==> config.mk <==
export PLATFORM = sky130hd
export DESIGN_NAME = cesp_ctrl
export DESIGN_NICKNAME = d
export VERILOG_FILES = /design/src/cesp_pkg.sv /design/src/cesp_stat_counter.sv /design/src/cesp_ctrl.sv
export SDC_FILE = /design/constraint.sdc
export NUM_CORES = 1
export LEC_CHECK = 0
export BUFFER_PORTS_ARGS = -buffer_cell sky130_fd_sc_hd__buf_2
export CORE_ASPECT_RATIO = 1.25
export CORE_MARGIN = 10
export CORE_UTILIZATION = 30
export CTS_BUF_LIST = sky130_fd_sc_hd__clkbuf_4 sky130_fd_sc_hd__clkbuf_8 sky130_fd_sc_hd__clkbuf_16
export CTS_CLUSTER_DIAMETER = 60
export CTS_CLUSTER_SIZE = 25
export DETAILED_ROUTE_END_ITERATION = 16
export PLACE_DENSITY = 0.47
export SLEW_MARGIN = 20
export SYNTH_ARGS = -nofsm -noshare
export SYNTH_HDL_FRONTEND = slang
export SYNTH_HIERARCHICAL = 1
export SYNTH_SLANG_ARGS = --single-unit
==> constraint.sdc <==
create_clock -name pclk -period 8.71 [get_ports pclk]
set_input_delay 0.871 -clock pclk [delete_from_list [all_inputs] [get_ports pclk]]
set_output_delay 0.871 -clock pclk [all_outputs]
set_load 0.05 [all_outputs]
==> src/cesp_pkg.sv <==
package cesp_pkg;
   // apb register byte offsets
   localparam logic [7:0] OFF_EVT_SEL = 8'h00;
   localparam logic [7:0] OFF_EVT_NOTIFY = 8'h04;
   localparam logic [7:0] OFF_EVT_PEND = 8'h08;
   localparam logic [7:0] OFF_STAT_SEL = 8'h0C;
   localparam logic [7:0] OFF_STAT_VAL = 8'h10;
   localparam logic [7:0] OFF_STAT_CLR = 8'h14;
   localparam logic [7:0] OFF_SYNC_MODE = 8'h18;
   localparam logic [7:0] OFF_SYNC_STATE = 8'h1C;
   localparam logic [7:0] OFF_CNT1_TARGET = 8'h20;
   localparam logic [7:0] OFF_EVT_POP = 8'h24;
   localparam logic [7:0] OFF_MSG_OUT = 8'h28;

   // event type codes
   localparam logic [1:0] EVT_REJ_TRIG = 2'h0;
   localparam logic [1:0] EVT_DROP_IMG = 2'h1;
   localparam logic [1:0] EVT_CNT1_DONE = 2'h2;
   localparam logic [1:0] EVT_OVERFLOW = 2'h3;
   localparam int NUM_EVT = 4;

   // notification values
   localparam logic [1:0] NOTIFY_OFF = 2'h0;
   localparam logic [1:0] NOTIFY_ON = 2'h1;
   localparam logic [1:0] NOTIFY_LEGACY = 2'h2;

   // statistic selector codes
   localparam logic [2:0] STAT_REJ_TRIG = 3'h0;
   localparam logic [2:0] STAT_DROP_IMG = 3'h1;
   localparam logic [2:0] STAT_RETX = 3'h2;
   localparam logic [2:0] STAT_RETX_DROP = 3'h3;
   localparam logic [2:0] STAT_PAUSE = 3'h4;
   localparam int NUM_STAT = 5;
   localparam int STAT_W = 32;
   localparam logic [STAT_W-1:0] PAUSE_MAX = 32'h0001_0000;
   localparam logic [STAT_W-1:0] STAT_MAX = 32'hFFFF_FFFF;
   localparam logic [STAT_W-1:0] STAT_RESET = 32'h0000_0000;

   // message store and init state length
   localparam int MSG_DEPTH = 4;
   localparam int MSG_PW = 2;
   localparam int INIT_CYCLES = 8;

   typedef enum logic [1:0] {
      CESP_MODE_OFF = 2'b00,
      CESP_MODE_AUTO = 2'b01,
      CESP_MODE_SLAVE = 2'b10
   } cesp_mode_t;

   typedef enum logic [3:0] {
      CESP_ST_INIT = 4'b0000,
      CESP_ST_FAULTY = 4'b0001,
      CESP_ST_DISABLED = 4'b0010,
      CESP_ST_LISTENING = 4'b0011,
      CESP_ST_PREMASTER = 4'b0100,
      CESP_ST_MASTER = 4'b0101,
      CESP_ST_PASSIVE = 4'b0110,
      CESP_ST_UNCAL = 4'b0111,
      CESP_ST_SLAVE = 4'b1000
   } cesp_state_t;

   // acquisition/link strobes into the block
   typedef struct packed {
      logic frame_trigger;
      logic trigger_allowed;
      logic image_dropped;
      logic counter_one_tick;
      logic retransmit;
      logic retransmit_req;
      logic retransmit_q_full;
      logic pause_rx;
   } cesp_evin_t;

   // time-sync engine observations
   typedef struct packed {
      logic announce_seen;
      logic master_better;
      logic servo_locked;
      logic fault;
      logic msg_rx;
      logic msg_is_mgmt;
   } cesp_sync_in_t;
endpackage : cesp_pkg

==> src/cesp_stat_counter.sv <==
`timescale 1ns/1ps
module cesp_stat_counter (
   input wire logic pclk, // clock
   input wire logic presetn, // async reset, active low
   input wire logic inc, // count one event
   input wire logic clr, // clear to zero
   input wire logic [cesp_pkg::STAT_W-1:0] max_val, // saturation ceiling
   output logic [cesp_pkg::STAT_W-1:0] count // current count
);
   always_ff @(posedge pclk or negedge presetn) begin
      if (!presetn) begin
         count <= cesp_pkg::STAT_RESET;
      end else if (clr) begin
         count <= cesp_pkg::STAT_RESET;
      end else if (inc && count != max_val) begin
         count <= count + 32'h0000_0001;
      end
   end
endmodule : cesp_stat_counter

==> src/cesp_ctrl.sv <==
// The implementer's own choices: the register offsets and the APB slave port.
`timescale 1ns/1ps
// Behaviour
// - trigger in refused region raises rejected event
// - image dropped for memory raises event
// - counter one reaching target raises event
// - notify enable off suppresses, on emits
// - legacy notify value acts like on
// - selected statistic counter is reported
// - clear command clears selected counter only
// - rejected triggers counted
// - discarded images counted
// - each retransmitted packet counted
// - dropped resend requests still counted
// - pause frame count limited to 65536
// - mode off: no time-sync activity
// - automatic mode may become master
// - slave mode never becomes master
// - port state readable, updated live
// - initializing sends no messages
// - event selector picks notify entry
// - disabled drops all but management messages
// - slave state while synchronizing to master
module cesp_ctrl (
   input wire logic pclk, // clock 50 MHz
   input wire logic presetn, // async reset, active low
   input wire logic psel, // apb select
   input wire logic penable, // apb enable
   input wire logic pwrite, // apb direction
   input wire logic [7:0] paddr, // apb byte address
   input wire logic [31:0] pwdata, // apb write data
   output logic [31:0] prdata, // apb read data
   output logic pready, // apb ready
   output logic pslverr, // apb error on unmapped address
   input wire cesp_pkg::cesp_evin_t evin, // acquisition and link strobes
   input wire cesp_pkg::cesp_sync_in_t sync_in, // time-sync observations
   output logic trigger_accept, // trigger starts acquisition
   output logic msg_valid, // event message pending for host
   output logic [1:0] msg_type, // type of head message
   output logic sync_tx_enable, // time-sync messages may be sent
   output logic sync_rx_accept, // received time-sync message kept
   output logic sync_is_master // acting as master
);
   logic [1:0] evt_sel_r;
   logic [1:0] notify_r [cesp_pkg::NUM_EVT];
   logic [2:0] stat_sel_r;
   cesp_pkg::cesp_mode_t mode_r;
   cesp_pkg::cesp_state_t state_r;
   cesp_pkg::cesp_state_t state_nxt;
   logic [31:0] cnt1_target_r;
   logic [31:0] cnt1_r;
   logic [1:0] msg_q [cesp_pkg::MSG_DEPTH];
   logic [cesp_pkg::MSG_PW-1:0] wr_ptr_r;
   logic [cesp_pkg::MSG_PW-1:0] rd_ptr_r;
   logic [cesp_pkg::MSG_PW:0] q_cnt_r;
   logic [3:0] init_cnt_r;
   logic [cesp_pkg::STAT_W-1:0] stat_cnt [cesp_pkg::NUM_STAT];
   logic [cesp_pkg::NUM_STAT-1:0] stat_inc;
   logic [cesp_pkg::NUM_STAT-1:0] stat_clr;
   logic wr_en;
   logic rd_en;
   logic rej_trig;
   logic cnt1_done;
   logic [cesp_pkg::NUM_EVT-1:0] evt_raw;
   logic [cesp_pkg::NUM_EVT-1:0] evt_gated;
   logic push;
   logic pop;
   logic [1:0] push_type;
   logic overflow;
   logic addr_ok;

   function automatic logic notify_active(input logic [1:0] v);
      notify_active = (v == cesp_pkg::NOTIFY_ON) || (v == cesp_pkg::NOTIFY_LEGACY);
   endfunction : notify_active

   function automatic cesp_pkg::cesp_mode_t cesp_cast_mode(input logic [1:0] v);
      cesp_cast_mode = cesp_pkg::cesp_mode_t'(v);
   endfunction : cesp_cast_mode

   assign wr_en = psel && penable && pwrite;
   assign rd_en = psel && !penable && !pwrite;
   assign addr_ok = (paddr <= cesp_pkg::OFF_MSG_OUT) && (paddr[1:0] == 2'h0);

   // event sources
   assign rej_trig = evin.frame_trigger && !evin.trigger_allowed;
   assign cnt1_done = evin.counter_one_tick && (cnt1_r + 32'h0000_0001 == cnt1_target_r);
   always_comb begin
      evt_raw = '0;
      evt_raw[cesp_pkg::EVT_REJ_TRIG] = rej_trig;
      evt_raw[cesp_pkg::EVT_DROP_IMG] = evin.image_dropped;
      evt_raw[cesp_pkg::EVT_CNT1_DONE] = cnt1_done;
      for (int i = 0; i < cesp_pkg::NUM_EVT; i++) begin
         evt_gated[i] = evt_raw[i] && notify_active(notify_r[i]);
      end
   end

   // one message per cycle; lowest type code wins when several coincide
   always_comb begin
      push_type = 2'h0;
      push = 1'b0;
      for (int i = cesp_pkg::NUM_EVT - 1; i >= 0; i--) begin
         if (evt_gated[i]) begin
            push = 1'b1;
            push_type = 2'(i);
         end
      end
   end
   assign pop = wr_en && paddr == cesp_pkg::OFF_EVT_POP && q_cnt_r != 3'h0;
   assign overflow = push && !pop && q_cnt_r == 3'(cesp_pkg::MSG_DEPTH);

   always_ff @(posedge pclk or negedge presetn) begin
      if (!presetn) begin
         cnt1_r <= 32'h0000_0000;
      end else if (evin.counter_one_tick) begin
         cnt1_r <= cnt1_done ? 32'h0000_0000 : cnt1_r + 32'h0000_0001;
      end
   end

   // message store; overflow replaces the newest slot by the overflow message
   always_ff @(posedge pclk or negedge presetn) begin
      if (!presetn) begin
         wr_ptr_r <= '0;
         rd_ptr_r <= '0;
         q_cnt_r <= '0;
      end else begin
         if (overflow) begin
            msg_q[wr_ptr_r - 2'h1] <= cesp_pkg::EVT_OVERFLOW;
         end else if (push) begin
            msg_q[wr_ptr_r] <= push_type;
            wr_ptr_r <= wr_ptr_r + 2'h1;
         end
         if (pop) begin
            rd_ptr_r <= rd_ptr_r + 2'h1;
         end
         if (push && !overflow && !pop) begin
            q_cnt_r <= q_cnt_r + 3'h1;
         end else if (pop && !push) begin
            q_cnt_r <= q_cnt_r - 3'h1;
         end
      end
   end

   // configuration registers
   always_ff @(posedge pclk or negedge presetn) begin
      if (!presetn) begin
         evt_sel_r <= cesp_pkg::EVT_REJ_TRIG;
         stat_sel_r <= cesp_pkg::STAT_REJ_TRIG;
         mode_r <= cesp_pkg::CESP_MODE_OFF;
         cnt1_target_r <= 32'h0000_0001;
         for (int i = 0; i < cesp_pkg::NUM_EVT; i++) begin
            notify_r[i] <= cesp_pkg::NOTIFY_OFF;
         end
      end else begin
         if (overflow) begin
            for (int i = 0; i < cesp_pkg::NUM_EVT; i++) begin
               // overflow entry keeps its setting; the overflow message is stored whatever that setting is
               if (i != cesp_pkg::EVT_OVERFLOW) notify_r[i] <= cesp_pkg::NOTIFY_OFF;
            end
         end
         if (wr_en) begin
            case (paddr)
               cesp_pkg::OFF_EVT_SEL: evt_sel_r <= pwdata[1:0];
               cesp_pkg::OFF_EVT_NOTIFY: begin
                  if (pwdata[1:0] != 2'h3) notify_r[evt_sel_r] <= pwdata[1:0];
               end
               cesp_pkg::OFF_STAT_SEL: begin
                  if (pwdata[2:0] < 3'(cesp_pkg::NUM_STAT)) stat_sel_r <= pwdata[2:0];
               end
               cesp_pkg::OFF_SYNC_MODE: begin
                  if (pwdata[1:0] != 2'h3) mode_r <= cesp_cast_mode(pwdata[1:0]);
               end
               cesp_pkg::OFF_CNT1_TARGET: cnt1_target_r <= pwdata;
               default: ;
            endcase
         end
      end
   end

   // statistics
   always_comb begin
      stat_inc = '0;
      stat_clr = '0;
      stat_inc[cesp_pkg::STAT_REJ_TRIG] = rej_trig;
      stat_inc[cesp_pkg::STAT_DROP_IMG] = evin.image_dropped;
      stat_inc[cesp_pkg::STAT_RETX] = evin.retransmit;
      stat_inc[cesp_pkg::STAT_RETX_DROP] = evin.retransmit_req && evin.retransmit_q_full;
      stat_inc[cesp_pkg::STAT_PAUSE] = evin.pause_rx;
      if (wr_en && paddr == cesp_pkg::OFF_STAT_CLR && pwdata[0]) begin
         stat_clr[stat_sel_r] = 1'b1;
      end
   end

   for (genvar g = 0; g < cesp_pkg::NUM_STAT; g++) begin : g_stat
      cesp_stat_counter u_cnt (
         .pclk(pclk),
         .presetn(presetn),
         .inc(stat_inc[g]),
         .clr(stat_clr[g]),
         .max_val(g == cesp_pkg::STAT_PAUSE ? cesp_pkg::PAUSE_MAX : cesp_pkg::STAT_MAX),
         .count(stat_cnt[g])
      );
   end

   // port state machine
   always_comb begin
      state_nxt = state_r;
      case (state_r)
         cesp_pkg::CESP_ST_DISABLED: begin
            if (mode_r != cesp_pkg::CESP_MODE_OFF) state_nxt = cesp_pkg::CESP_ST_INIT;
         end
         cesp_pkg::CESP_ST_INIT: begin
            if (init_cnt_r == 4'(cesp_pkg::INIT_CYCLES)) state_nxt = cesp_pkg::CESP_ST_LISTENING;
         end
         cesp_pkg::CESP_ST_LISTENING: begin
            if (sync_in.announce_seen && !sync_in.master_better) begin
               state_nxt = cesp_pkg::CESP_ST_UNCAL;
            end else if (!sync_in.announce_seen && mode_r == cesp_pkg::CESP_MODE_AUTO) begin
               state_nxt = cesp_pkg::CESP_ST_PREMASTER;
            end
         end
         cesp_pkg::CESP_ST_PREMASTER: state_nxt = cesp_pkg::CESP_ST_MASTER;
         cesp_pkg::CESP_ST_MASTER: begin
            if (!sync_in.master_better) state_nxt = cesp_pkg::CESP_ST_UNCAL;
         end
         cesp_pkg::CESP_ST_UNCAL: begin
            if (sync_in.servo_locked) state_nxt = cesp_pkg::CESP_ST_SLAVE;
         end
         cesp_pkg::CESP_ST_SLAVE: begin
            if (!sync_in.servo_locked) state_nxt = cesp_pkg::CESP_ST_UNCAL;
            else if (sync_in.master_better && mode_r == cesp_pkg::CESP_MODE_AUTO) begin
               state_nxt = cesp_pkg::CESP_ST_PREMASTER;
            end
         end
         cesp_pkg::CESP_ST_FAULTY: state_nxt = cesp_pkg::CESP_ST_INIT;
         default: state_nxt = cesp_pkg::CESP_ST_INIT;
      endcase
      if (state_r != cesp_pkg::CESP_ST_DISABLED && sync_in.fault) state_nxt = cesp_pkg::CESP_ST_FAULTY;
      if (mode_r == cesp_pkg::CESP_MODE_SLAVE && (state_nxt == cesp_pkg::CESP_ST_PREMASTER
          || state_nxt == cesp_pkg::CESP_ST_MASTER)) state_nxt = cesp_pkg::CESP_ST_LISTENING;
      if (mode_r == cesp_pkg::CESP_MODE_OFF) state_nxt = cesp_pkg::CESP_ST_DISABLED;
   end

   always_ff @(posedge pclk or negedge presetn) begin
      if (!presetn) begin
         state_r <= cesp_pkg::CESP_ST_DISABLED;
         init_cnt_r <= 4'h0;
      end else begin
         state_r <= state_nxt;
         init_cnt_r <= (state_r == cesp_pkg::CESP_ST_INIT) ? init_cnt_r + 4'h1 : 4'h0;
      end
   end

   // port-facing outputs, registered
   always_ff @(posedge pclk or negedge presetn) begin
      if (!presetn) begin
         sync_tx_enable <= 1'b0;
         sync_rx_accept <= 1'b0;
         sync_is_master <= 1'b0;
         trigger_accept <= 1'b0;
         msg_valid <= 1'b0;
         msg_type <= 2'h0;
      end else begin
         sync_tx_enable <= state_nxt != cesp_pkg::CESP_ST_DISABLED
                           && state_nxt != cesp_pkg::CESP_ST_INIT
                           && state_nxt != cesp_pkg::CESP_ST_FAULTY;
         sync_rx_accept <= sync_in.msg_rx && (state_nxt != cesp_pkg::CESP_ST_DISABLED
                           || sync_in.msg_is_mgmt);
         sync_is_master <= state_nxt == cesp_pkg::CESP_ST_MASTER;
         trigger_accept <= evin.frame_trigger && evin.trigger_allowed;
         msg_valid <= q_cnt_r != 3'h0;
         // store slots are never reset, so an empty store shows type 0
         msg_type <= (q_cnt_r != 3'h0) ? msg_q[rd_ptr_r] : 2'h0;
      end
   end

   // apb slave: zero wait states, read data captured in setup phase
   always_ff @(posedge pclk or negedge presetn) begin
      if (!presetn) begin
         prdata <= 32'h0000_0000;
         pready <= 1'b0;
         pslverr <= 1'b0;
      end else begin
         pready <= psel && !penable;
         pslverr <= psel && !penable && !addr_ok;
         if (rd_en) begin
            case (paddr)
               cesp_pkg::OFF_EVT_SEL: prdata <= {30'h0, evt_sel_r};
               cesp_pkg::OFF_EVT_NOTIFY: prdata <= {30'h0, notify_r[evt_sel_r]};
               cesp_pkg::OFF_EVT_PEND: prdata <= {29'h0, q_cnt_r};
               cesp_pkg::OFF_STAT_SEL: prdata <= {29'h0, stat_sel_r};
               cesp_pkg::OFF_STAT_VAL: prdata <= stat_cnt[stat_sel_r];
               cesp_pkg::OFF_SYNC_MODE: prdata <= {30'h0, mode_r};
               cesp_pkg::OFF_SYNC_STATE: prdata <= {28'h0, state_r};
               cesp_pkg::OFF_CNT1_TARGET: prdata <= cnt1_target_r;
               cesp_pkg::OFF_MSG_OUT: prdata <= {29'h0, q_cnt_r != 3'h0, msg_q[rd_ptr_r]};
               default: prdata <= 32'h0000_0000;
            endcase
         end
      end
   end
endmodule : cesp_ctrl

After elaboration in Yosys (flattened, before gate mapping)
Memory sizes are Yosys's and may differ from the RTL's. Index checks and enable logic that the tools add are counted. Widths: inputs -> output; s select.

Output and inout bits: 41. Word-level logic and storage cells: 221. Flip-flop bits (word level): 295. Memory bits (writable): 8. Input bits: 59. Memories: 1.

Memories: msg_q (depth 4, width 2, rd ports 1, clocked after memory_dff 0, write ports 1, line cesp_ctrl.sv:52) `logic [1:0] msg_q [cesp_pkg::MSG_DEPTH];`.

Bitwise logic cells: 3. Magnitude comparators: 7. Eq/ne operators: 39. Reductions and logical operators: 73. Add/subtract/negate cells: 12. Mux-type cells: 58.

Operators with widths (number): $mux 32 (13); $pmux 32 s9 (1); $add 32x1->32 const B (6); $ne 32x32->1 const B (4); $bmux 32 s3 (1); $mux 4 (12); $logic_and 1x1->1 (39); $eq 32x32->1 (1); $eq 8x5->1 const B (4); $ne 32x17->1 const B (1); $pmux 4 s7 (1); $eq 4x3->1 const B (6); $eq 8x6->1 const B (3); $mux 8 (3); $mux 2 (9); $eq 8x4->1 const B (2); $reduce_bool 2->1 (7); $mux 1 (10); $logic_not 1->1 (9); $reduce_and 3->1 (3); $bwmux 8 (1); $eq 2x1->1 const B (4); $eq 2x2->1 const B (4); $eq 4x2->1 const B (2); 35 further kinds (46).

Depth between registers and ports, before layout
Gate-level depths: netlist (run 1).

Depth after elaboration: 14. Depth in mapped cells: 13. Gate-level depth less buffers: 12.

Hierarchy
The synthesis (run 1) kept the hierarchy.

By module, submodules not included: cesp_ctrl (area each 9357.7 µm², times used 1, cells each 1067, sequential area each 3621.0 µm²); cesp_stat_counter at g_stat[0].u_cnt ... (area each 2197.1 µm², times used 4, cells each 234, sequential area each 800.8 µm²); cesp_stat_counter at g_stat[4].u_cnt (area each 2179.6 µm², times used 1, cells each 239, sequential area each 800.8 µm²).

Worst setup path after synthesis (run 1)
OpenSTA, ideal clock, no wires.

Path kind: flip-flop to flip-flop. From: register cnt1_r[0]. To: register q_cnt_r[2] (netlist bit). Data arrival time: 3.382 ns. Setup time: 0.080 ns. Data required time: 8.630 ns. Setup slack: 5.248 ns. Cell stages (with the launch flop): 14. Clock period less this slack: 3.462 ns. Buffers on the path: 1. Path through: dfrtp_1 > ha_1 > nand3_1 > or4_1 > buf_2 > or4_1 > a32oi_1 > nand4_1 > nor4_4 > o21ai_2 > fa_1 > o211a_1 > a31oi_1 > xnor2_1.

Longest elaborated chain between the ends: 13. Elaborated cells on any way between the ends: 16. Those cells by class: add/sub: 1; eq/ne: 1; mux: 4; reduce/logical: 10.

Ends and longest elaborated chain: start: declaration (line cesp_ctrl.sv:51) `logic [31:0] cnt1_r;`; start signal: assignment (line cesp_ctrl.sv:115) `cnt1_r <= cnt1_done ? 32'h0000_0000 : cnt1_r + 32'h0000_0001;`; $add 32x1->32 * (line cesp_ctrl.sv:86) `assign cnt1_done = evin.counter_one_tick && (cnt1_r + 32'h0000_0001 == cnt1_target_r);`; $eq 32x32->1 * (line cesp_ctrl.sv:86); $logic_and 1x1->1 * (line cesp_ctrl.sv:86); $logic_and 1x1->1 * (line cesp_ctrl.sv:93) `evt_gated[i] = evt_raw[i] && notify_active(notify_r[i]);`; $mux 1 * (3 in series) (line cesp_ctrl.sv:102) `if (evt_gated[i]) begin`; $logic_and 1x1->1 (2 in series) (line cesp_ctrl.sv:109) `assign overflow = push && !pop && q_cnt_r == 3'(cesp_pkg::MSG_DEPTH);`; $logic_not 1->1 (line cesp_ctrl.sv:135) `if (push && !overflow && !pop) begin`; $logic_and 1x1->1 (2 in series) (line cesp_ctrl.sv:135); $mux 3 / $reduce_bool 2->1 (equally long branches); end signal: assignment (line cesp_ctrl.sv:136) `q_cnt_r <= q_cnt_r + 3'h1;`; end signal: assignment (line cesp_ctrl.sv:138) `q_cnt_r <= q_cnt_r - 3'h1;`; end: declaration (line cesp_ctrl.sv:55) `logic [cesp_pkg::MSG_PW:0] q_cnt_r;`.

Every way passes the cells marked *; elsewhere a longest branch is shown, timed or not. A chain may end at the register's enable or synchronous reset.

Final worst setup path (run 1)
From: register cnt1_r[4]. To: memory msg_q[3][0], enable pin.

Longest elaborated chain between the ends: 14. Elaborated cells on any way between the ends: 19. Those cells by class: add/sub: 1; eq/ne: 1; mux: 10; reduce/logical: 7.

Ends and longest elaborated chain: $add 32x1->32 * (line cesp_ctrl.sv:86); $eq 32x32->1 * (line cesp_ctrl.sv:86); $logic_and 1x1->1 * (line cesp_ctrl.sv:86); $logic_and 1x1->1 * (line cesp_ctrl.sv:93); $mux 1 * (3 in series) (line cesp_ctrl.sv:102); $logic_and 1x1->1 (2 in series) (line cesp_ctrl.sv:109); $mux 1 (line cesp_ctrl.sv:126) `if (overflow) begin`; $logic_and 1x1->1 (not written as such) (line cesp_ctrl.sv:129) `msg_q[wr_ptr_r] <= push_type;`; $mux 1 (not written as such) (line cesp_ctrl.sv:129); $reduce_or 2->1 (no source line); $mux 2 (no source line) / $mux 1 (equally long branches); end: declaration (line cesp_ctrl.sv:52).

Marked as above.

==> flow_metrics.env, run 1 <==
export IMPL_io_pins=100
export IMPL_finalNonFillerCells=3323
export IMPL_p_leak_nw=9.70
export IMPL_portBuffers=99
export IMPL_finalWeightedCongestion=0.882
export IMPL_clkPwrFrac=0.373
export IMPL_rsz0062_at_grt="no"
export IMPL_fill_cells=6860
export IMPL_ir_drop_v=0.000113
export IMPL_cpPeakStageDelay_ps=1000
export IMPL_drtPass1Iterations=5
export IMPL_cts_sinks=303
export IMPL_routed_wl_um=67000
export IMPL_routed_via_density=5.30
export IMPL_grt_max_degree=147
export IMPL_tns_ps=0
export IMPL_grtUsageTotal=0.167
export IMPL_path_clk_slew_ps=70
export IMPL_die_h_um=311
export IMPL_syn_area_um2=20300
export IMPL_ant_nets=0
export IMPL_syn_area_per_cell_um2=9.07
export IMPL_tightest_slew_ps=1050
export IMPL_startpoint_type="flip-flop"
export IMPL_setup_viol_count_final=0
export IMPL_die_x_um=253
export IMPL_period_minus_slack_ps=4650
export IMPL_status="complete, no violations"
export IMPL_cp_max_fo=19
export IMPL_comb_power_share=0.195
export IMPL_post_route_drc_count=0
export IMPL_cts_resized=0
export IMPL_dp_hpwl_um=49200
export IMPL_synth_edff_count=8
export IMPL_slew_viol_final=0
export IMPL_wl_per_cell_um=20.2
export IMPL_ys_seq_elements=303
export IMPL_period_share=0.534
export IMPL_dieArea_um2=78600
export IMPL_setup_ws_ps=4060
export IMPL_power_switching_mw=1.53
export IMPL_async_flop_share=0.974
export IMPL_post_cts_buffers=0
export IMPL_root_buffer="clkbuf_16"
export IMPL_fmax_ghz=0.215
export IMPL_hold_path_class="input port to async pin"
export IMPL_htree_levels=2
export IMPL_cts_hold_buf=0
export IMPL_grt_pass1_vias=17339
export IMPL_grt_pass1_wl_um=104000
export IMPL_p_int_mw=2.77
export IMPL_fin_skew_ps=35.1
export IMPL_dpl_worst_slack_ps=3980
export IMPL_slowest_stage="or4_1"
export IMPL_synth_top_area_share=0.361
export IMPL_drt_iter0_drc=995
export IMPL_endpoint_kind="flip-flop"
export IMPL_initial_utilization=0.303
export IMPL_clockBufferDepth=3
export IMPL_swShare=0.356
export IMPL_critical_path_class="flip-flop to flip-flop"
export IMPL_core_area_um2=67000
export IMPL_ys_warn_count=6
export IMPL_rows=106
export IMPL_relSlewSlack=0.299
export IMPL_synth_area_leaders="dfrtp_1, xor2_1, nor2_1, nand2_1, a21oi_1"
export IMPL_p_seq_frac=0.432
export IMPL_max_cap_viol_count=0
export IMPL_layout_nets=2498
export IMPL_hold_viol=0
export IMPL_yosys_cell_count_top_type="dfrtp_1"
export IMPL_yosysSeqAreaShare=0.375
export IMPL_drive_above_1_share=0.138
export IMPL_antenna_found_initial=0
export IMPL_crit_required_ps=8930
export IMPL_ys_flop_type="dfrtp_1"
export IMPL_crit_arrival_ps=4860
export IMPL_total_power_mw=4.30
export IMPL_yosysTopAreaCell="dfrtp_1"
export IMPL_clkLatencyLatePin_ps=580
export IMPL_yosysUniqueCellTypes=90
export IMPL_vias=17599
export IMPL_area_growth_pct=14.8
export IMPL_numCtsBuffers=36
export IMPL_place_inst=3256
export IMPL_synthCells=2242
export IMPL_synth_common_cells="dfrtp_1, nor2_1, xor2_1"
export IMPL_worstPathCellList="nand4_1 -> or4_1 -> or4_1 -> a32oi_1 -> nand4_1 -> nor4_4 -> nor2_2 -> nor2b_1 -> a21boi_0"
export IMPL_grt_overflow_total=0
export IMPL_powerDensity_nw_per_um2=184
export IMPL_tritoncts="yes"
## cell type report
type / instances / area [um^2] / share of cell area
inverters: 57 / 214 / 0.00917
multi-input cells: 1914 / 12500 / 0.536
flip-flops and latches: 303 / 7630 / 0.327
clock buffers: 43 / 990 / 0.0424
clock inverters: 22 / 239 / 0.0102
repair buffers: 118 / 661 / 0.0283
diodes: 2 / 5.00 / 0.000215
well taps: 864 / 1080 / 0.0463
## cells in the final DEF (no fill, tap or decap), types with 9 or more instances in the layout
cell / synthesis / final
a22oi_1: 30 / 30
and4_1: 12 / 12
nand3_1: 64 / 64
o21a_1: 16 / 16
inv_1: 57 / 57
clkbuf_16: 0 / 37
o211ai_1: 19 / 19
nor4_1: 74 / 74
o21ai_0: 90 / 90
nor3_2: 10 / 12
and2_1: 15 / 15
and3_1: 24 / 24
o31ai_1: 54 / 54
nand4_2: 9 / 9
mux2_1: 9 / 9
nand2b_1: 11 / 11
nand4_1: 38 / 38
nor3_1: 27 / 25
xor2_1: 191 / 191
buf_2: 18 / 98
xnor2_1: 34 / 34
dfrtp_1: 293 / 292
or3_1: 46 / 46
o22ai_1: 32 / 32
nor2b_1: 39 / 39
o41ai_1: 17 / 17
mux4_2: 9 / 9
nor2_1: 208 / 203
mux2_2: 52 / 52
mux2i_1: 66 / 66
a21oi_1: 136 / 136
nand2_1: 183 / 183
buf_4: 11 / 18
or2_2: 15 / 15
conb_1: 2 / 160
or4_1: 70 / 70
## worst paths after layout
path                                          from                                     to  slack, ps  cells past startpoint
min reg2reg                init_cnt_r[0]$_DFF_PN0_                init_cnt_r[0]$_DFF_PN0_        490                      1
min in group pclk          init_cnt_r[0]$_DFF_PN0_                init_cnt_r[0]$_DFF_PN0_        490                      1
max in group asynchronous                  presetn  g_stat[2].u_cnt/count[29]$_DFFE_PN0P_       6270                      3
max                          cnt1_r[4]$_DFFE_PN0P_                  msg_q[3][0]$_DFFE_PP_       4060                      9
max reg2reg                  cnt1_r[4]$_DFFE_PN0P_                  msg_q[3][0]$_DFFE_PP_       4060                      9
min                                        presetn                init_cnt_r[0]$_DFF_PN0_        290                      1
## flip-flops by register name, summed over array words and instances (netlist names), 2 cells and up, named ones only
signal	cells
g_stat.u_cnt/count	160
cnt1_r	32
cnt1_target_r	32
prdata	32
msg_q	8
notify_r	6
init_cnt_r	4
state_r	4
q_cnt_r	3
stat_sel_r	3
evt_sel_r	2
mode_r	2
msg_type	2
rd_ptr_r	2
wr_ptr_r	2
## worst max-delay path: cells and delay by family, from the launching register on
kind / cells / cell delay [ps]
and+or+nand+nor: 7 / 3230
DFF: 1 / 510
AOI/OAI and AO/OA: 2 / 560
## power groups by stage
stage / clock, mW / combinational (mW) / sequential, mW
2_1_floorplan: 0 / 0.554 / 1.85
5_1_grt: 1.71 / 0.934 / 1.89
6_report: 1.60 / 0.836 / 1.86
3_3_place_gp: 0 / 0.831 / 1.88
3_5_place_dp: 0 / 0.842 / 1.88
4_1_cts: 1.66 / 0.846 / 1.86
## metrics by stage
stage | hold slack (ps) | cell area [um^2] | utilization
floorplan | 454 | 20900 | -
global placement | 471 | 22100 | 0.330
detailed placement | 489 | 22100 | 0.330
CTS | 343 | 23300 | 0.348
global route | 341 | 23300 | 0.348
finish | 291 | 23300 | 0.348
## routing by layer
metal | vias up | GRT usage | part of all wire
met1 | 8706 | 0.209 | 0.43
li1 | 8490 | - | -
met3 | 84 | 0.0213 | 0.036
met2 | 319 | 0.294 | 0.51
met5 | - | 0 | 0
met4 | 0 | 0.0515 | 0.028
## cell families (layout without fill, tap and decap cells)
family	after synthesis	after routing	share of synthesized area
AO/OA/AOI/OAI	478	478	0.154
XOR/XNOR	225	225	0.0970
adder cells (fa/ha/maj)	9	9	0.00591
buffers and inverters	183	240	0.0400
flip-flops	303	303	0.375
multiplexers	137	137	0.0770
other	2	162	0.000369
AND/OR/NAND/NOR	905	905	0.251
No activity file was read; power rests on OpenSTA's default activity.
==> run 2: changes to the inputs <==
ABC_AREA = 1   (was not set)
PLACE_DENSITY = 0.48   (was 0.47)
clock period = 4.1 ns   (was 8.71 ns; I/O delays follow)
==> run 2 against run 1 <==
Effect of this change:
- non-clock buffer count rose by 10
- worst setup slack got worse by 3300 ps
- final area up 15%
- clock power rose by 130%
==> flow_metrics.env, run 2 <==
export IMPL_status="complete, no violations"
export IMPL_clkLatencyLatePin_ps=590
export IMPL_dp_hpwl_um=64400
export IMPL_relSlewSlack=0.275
export IMPL_yosysUniqueCellTypes=51
export IMPL_yosysSeqAreaShare=0.325
export IMPL_setup_viol_count_final=0
export IMPL_portBuffers=99
export IMPL_endpoint_kind="flip-flop"
export IMPL_synth_top_area_share=0.312
export IMPL_synth_area_leaders="dfrtp_1, nand2_1, nor2_1, nand3_1, inv_1"
export IMPL_layout_nets=3905
export IMPL_yosys_cell_count_top_type="nand2_1"
export IMPL_wl_per_cell_um=17.6
export IMPL_top_register="g_stat.u_cnt/count"
export IMPL_utilization=0.347
export IMPL_whs_path_depth=2
export IMPL_yosysTopAreaCell="dfrtp_1"
export IMPL_multi_input_area_um2=14200
export IMPL_drtPass1Iterations=7
export IMPL_grtUsageTotal=0.187
export IMPL_hold_path_class="input port to flip-flop"
export IMPL_worstPathBufferInverterCount=2
export IMPL_rows=114
export IMPL_diodes=0
export IMPL_reg2regPathDepth=20
export IMPL_post_cts_buffers=0
export IMPL_root_buffer="clkbuf_16"
export IMPL_hold_slack_ps=55.1
export IMPL_grt_overflow_total=0
export IMPL_cpPeakStageDelay_ps=420
export IMPL_syn_area_um2=23500
export IMPL_synthCells=3614
export IMPL_grt_max_degree=122
export IMPL_tritoncts="yes"
export IMPL_crit_arrival_ps=3860
export IMPL_cts_sinks=303
export IMPL_max_cap_viol_count=0
export IMPL_worstPathCellList="ha_1 -> nand2_2 -> nor2_8 -> nand3_1 -> clkinv_1 -> nand2_1 -> nand2_1 -> nand3_1 -> nand2_1 -> nor2_1 -> nand2_1 -> nor2_2 -> nand4_2 -> nand2_4 -> nand3_2 -> fa_1 -> inv_1 -> nand4_1 -> nand3_1 -> nand2_1"
export IMPL_final_cell_mix="nand2_1, nor2_1, inv_1"
export IMPL_crit_family="simple AND/OR/NAND/NOR gates"
export IMPL_critical_path_class="flip-flop to flip-flop"
export IMPL_core_area_um2=77500
export IMPL_grt_pass1_vias=22022
export IMPL_ys_warn_count=6
export IMPL_area_growth_pct=14.6
export IMPL_startpoint_type="flip-flop"
export IMPL_drt_iter0_drc=1634
export IMPL_cp_max_fo=8
export IMPL_slew_viol_final=0
export IMPL_crit_path_frequent_cell="nand2_1"
export IMPL_io_pins=100
export IMPL_numCtsBuffers=38
export IMPL_clockBufferDepth=3
export IMPL_syn_area_per_cell_um2=6.50
export IMPL_vias=23232
export IMPL_ir_drop_v=0.000230
export IMPL_synth_common_cells="nand2_1, nor2_1, inv_1"
export IMPL_async_flop_share=0.974
export IMPL_rsz0062_at_grt="no"
export IMPL_antenna_found_initial=1
export IMPL_crit_required_ps=4580
export IMPL_tightest_slew_ps=1090
export IMPL_tns_ps=0
export IMPL_routed_wl_um=86300
export IMPL_post_route_drc_count=0
export IMPL_die_x_um=270
export IMPL_fill_cells=8514
export IMPL_hold_viol=0
export IMPL_register_area_um2=7630
export IMPL_ant_nets=0
export IMPL_path_clk_slew_ps=80
export IMPL_grt_pass1_wl_um=134000
export IMPL_period_share=0.824
export IMPL_slowest_stage="dfrtp_1"
export IMPL_finalWeightedCongestion=0.955
export IMPL_ys_flop_type="dfrtp_1"
export IMPL_fin_skew_ps=35.1
export IMPL_largest_register_ffs=160
export IMPL_die_h_um=333
export IMPL_routed_via_density=4.73
export IMPL_cts_resized=0
export IMPL_synth_edff_count=8
export IMPL_fmax_ghz=0.296
export IMPL_ys_seq_elements=303
export IMPL_initial_utilization=0.303
export IMPL_period_minus_slack_ps=3380
export IMPL_dieArea_um2=89900
export IMPL_drive_above_1_share=0.0768
export IMPL_final_common_cell="nand2_1"
export IMPL_powerDensity_nw_per_um2=318
export IMPL_htree_levels=2
export IMPL_p_leak_nw=13.5
export IMPL_cp_depth=20
run 2: changes by cell type after synthesis, sizes merged, moves of 108 or more:
cell   before   now
nor2      210   502
nand2     183  1128
nand3      69   339
xnor2      34   142
nand4      51   207
inv        57   437
xor2      191    72
run 2: power breakdown:
| part | internal (mW) | switching (mW) |
|---|---|---|
| logic | 0.489 | 0.822 |
| clock network | 2.08 | 1.62 |
| registers | 3.19 | 0.363 |
| total | 5.75 | 2.80 |
run 2: cells by family after synthesis:
kind of cell / synth area share
adder cells (fa/ha/maj): 0.00512
multiplexers: 0.00661
XOR/XNOR: 0.0818
AO/OA/AOI/OAI: 0.0673
flip-flops: 0.325
AND/OR/NAND/NOR: 0.413
other: 0.000320
buffers and inverters: 0.102
run 2: worst paths after layout:
path                       slack [ps]                                    end             startpoint
max reg2reg                       720                 q_cnt_r[2]$_DFFE_PN0P_  cnt1_r[0]$_DFFE_PN0P_
min                                60               sync_rx_accept$_DFF_PN0_             sync_in[1]
max                               720                 q_cnt_r[2]$_DFFE_PN0P_  cnt1_r[0]$_DFFE_PN0P_
min reg2reg                       480                  prdata[0]$_DFFE_PN0P_  prdata[0]$_DFFE_PN0P_
max in group asynchronous        2540   g_stat[1].u_cnt/count[1]$_DFFE_PN0P_                presetn
min in group asynchronous         370  g_stat[3].u_cnt/count[16]$_DFFE_PN0P_                presetn
run 2: layout make-up:
type	count	area share
Clock inverter	25	0.0114
Clock buffer	44	0.0386
Timing Repair Buffer	128	0.0275
Multi-Input combinational cell	2926	0.529
Inverter	440	0.0614
Tap cell	1044	0.0485
Sequential cell	303	0.283
run 2: metal layers:
metal | routed length (um) | global-route usage
met5 | 11 | 0
met4 | 3190 | 0.0670
met3 | 4050 | 0.0282
met2 | 41400 | 0.321
met1 | 37600 | 0.236
run 2: stage by stage:
step	setup WS, ps	cells	area (um^2)	power, mW
2_1_floorplan	1270	3817	24200	4.53
3_3_place_gp	696	4839	25500	4.91
3_5_place_dp	716	4839	25500	4.92
4_1_cts	694	4910	26900	8.67
5_1_grt	470	4910	26900	9.00
6_report	723	4910	26900	8.56
run 2: what timing repair did:
action,CTS,global route
hold buffers,2,0
endpoints found under the hold margin,52,0
endpoints found under the setup margin,0,0
==> run 3: changes to the inputs <==
ABC_AREA = 0   (was 1)
PLACE_DENSITY = 0.47   (was 0.48)
clock period = 3.3 ns   (was 4.1 ns; I/O delays follow)
==> run 3 against run 2 <==
Effect of this change:
- the run now ends with setup timing left
- critical path depth down 8
- final area decreased by 8.3%
- via count down 23%
- cell count down 30%
- sequential share of layout area increased by 2.6 points
- worst setup slack got worse by 1000 ps
- die area fell by 13%
- global-route usage decreased by 1.4 points
- worst hold slack worse by 13 ps
- clock-buffer cell count down 3
- total power increased by 36%
==> flow_metrics.env, run 3 (synthesis results as in run 1) <==
export IMPL_grt_pass1_vias=17743
export IMPL_final_cell_mix="dfrtp_1, nor2_1, xor2_1"
export IMPL_hold_viol=0
export IMPL_reg2reg_from="cnt1_r[3]$_DFFE_PN0P_"
export IMPL_cpPeakStageDelay_ps=620
export IMPL_crit_required_ps=3770
export IMPL_r2r_slack_ps=-290
export IMPL_grt_max_degree=119
export IMPL_setup_viol_count_final=18
export IMPL_whs_endpoint="cnt1_target_r[4]$_DFFE_PN0P_"
export IMPL_rsz0062_at_grt="yes"
export IMPL_core_area_um2=67000
export IMPL_largest_register_ffs=160
export IMPL_tightest_slew_ps=911
export IMPL_vias=17933
export IMPL_drtPass1Iterations=7
export IMPL_grt_overflow_total=0
export IMPL_drt_iter0_drc=1136
export IMPL_routed_wl_um=68900
export IMPL_cts_sinks=303
export IMPL_io_pins=100
export IMPL_routed_via_density=5.21
export IMPL_endpoint_kind="flip-flop"
export IMPL_antenna_found_initial=0
export IMPL_crit_path_frequent_cell="nand4_1"
export IMPL_die_h_um=311
export IMPL_layout_nets=2625
export IMPL_fin_skew_ps=27.3
export IMPL_r2r_end="q_cnt_r[2]$_DFFE_PN0P_"
export IMPL_clockBufferDepth=3
export IMPL_violations="setup timing"
export IMPL_area_growth_pct=21.4
export IMPL_path_clk_slew_ps=70
export IMPL_cp_max_fo=4
export IMPL_dp_hpwl_um=51700
export IMPL_initial_utilization=0.303
export IMPL_wl_per_cell_um=20.0
export IMPL_grtUsageTotal=0.173
export IMPL_reg2regPathDepth=12
export IMPL_cp_startpoint="cnt1_r[3]$_DFFE_PN0P_"
export IMPL_period_share=1.09
export IMPL_fmax_ghz=0.278
export IMPL_utilization=0.368
export IMPL_post_route_drc_count=0
export IMPL_grt_pass1_wl_um=107000
export IMPL_rows=106
export IMPL_top_register="g_stat.u_cnt/count"
export IMPL_hold_slack_ps=42.2
export IMPL_dieArea_um2=78600
export IMPL_slew_viol_final=0
export IMPL_critical_path_class="flip-flop to flip-flop"
export IMPL_relSlewSlack=0.393
export IMPL_hold_path_class="input port to flip-flop"
export IMPL_htree_levels=2
export IMPL_worstPathBufferInverterCount=1
export IMPL_portBuffers=99
export IMPL_clkLatencyLatePin_ps=570
export IMPL_ant_nets=0
export IMPL_powerDensity_nw_per_um2=473
export IMPL_die_x_um=253
export IMPL_max_cap_viol_count=0
export IMPL_numCtsBuffers=34
export IMPL_finalWeightedCongestion=0.887
export IMPL_worstHoldStart="pwdata[4]"
export IMPL_drive_above_1_share=0.177
export IMPL_root_buffer="clkbuf_16"
export IMPL_startpoint_type="flip-flop"
export IMPL_status="finished with violations"
export IMPL_tritoncts="yes"
export IMPL_worstPathCellList="nand4_1 -> or4_4 -> or4_1 -> a32oi_1 -> nand4_1 -> nor4_4 -> buf_4 -> o21ai_2 -> fa_2 -> o211a_1 -> a31oi_2 -> xnor2_1"
export IMPL_period_minus_slack_ps=3590
export IMPL_whs_path_depth=2
export IMPL_slowest_stage="or4_4"
export IMPL_ir_drop_v=0.000332
export IMPL_setup_ws_ps=-291
export IMPL_p_leak_nw=10.4
export IMPL_final_common_cell="dfrtp_1"
export IMPL_crit_arrival_ps=4060
export IMPL_diodes=0
export IMPL_tns_ps=-1640
export IMPL_crit_family="simple AND/OR/NAND/NOR gates"
## run 3: changes by cell type in the layout (fill, tap and decap cells not counted), moves of 64 or more
cell,before,now
nand2_1,1100,183
nor2_1,460,201
inv_1,426,57
mux2i_1,2,66
or4_1,0,68
buf_4,26,103
a21oi_1,29,136
nand4_1,206,38
o21ai_0,153,84
xor2_1,72,191
xnor2_1,142,34
nor4_1,4,72
nand3_1,336,63
## run 3: cell type report
type	instances	area, um^2
clock buffers	41	946
clock inverters	19	263
fillers	6808	42300
inverters	57	214
multi-input cells	1914	12700
flip-flops and latches	303	7630
well taps	864	1080
repair buffers	247	1860
## run 3: worst max path at each step
stage / cells after the start / end
floorplan: 13 / q_cnt_r[2]$_DFFE_PN0P_
global route: 14 / q_cnt_r[2]$_DFFE_PN0P_
CTS: 14 / q_cnt_r[2]$_DFFE_PN0P_
global placement: 13 / q_cnt_r[2]$_DFFE_PN0P_
finish: 12 / q_cnt_r[2]$_DFFE_PN0P_
detailed placement: 12 / q_cnt_r[2]$_DFFE_PN0P_
## run 3: power breakdown
part	total [mW]	internal (mW)	switching [mW]	leakage, nW
Combinational	2.59	1.01	1.58	5.98
Clock	4.25	2.48	1.77	0.596
Sequential	4.84	4.12	0.723	3.83
## run 3: stage by stage
stage               cell area, um^2  std cells  total power [mW]  worst slack [ps]
floorplan                     21000       2400              6.36              -103
global placement              22900       3352              7.38              -266
detailed placement            22900       3352              7.43              -332
CTS                           24500       3441              11.8              -270
global route                  24700       3445              12.3              -431
finish                        24700       3445              11.7              -291
## run 3: routing by layer
metal	global-route usage	part of all wire	vias up	wire length, um
li1	-	-	8720	-
met1	0.217	0.43	8786	29800
met2	0.300	0.50	337	34500
met3	0.0218	0.036	90	2460
met4	0.0587	0.033	0	2250
met5	0	0	-	0
## run 3: timing repair
action | in CTS | in global routing
pin swaps | 8 | 8
endpoints found under the hold margin | 42 | 0
setup buffers | 1 | 5
gates resized for setup | 17 | 29
endpoints found under the setup margin | 25 | 52
hold buffers | 28 | 0
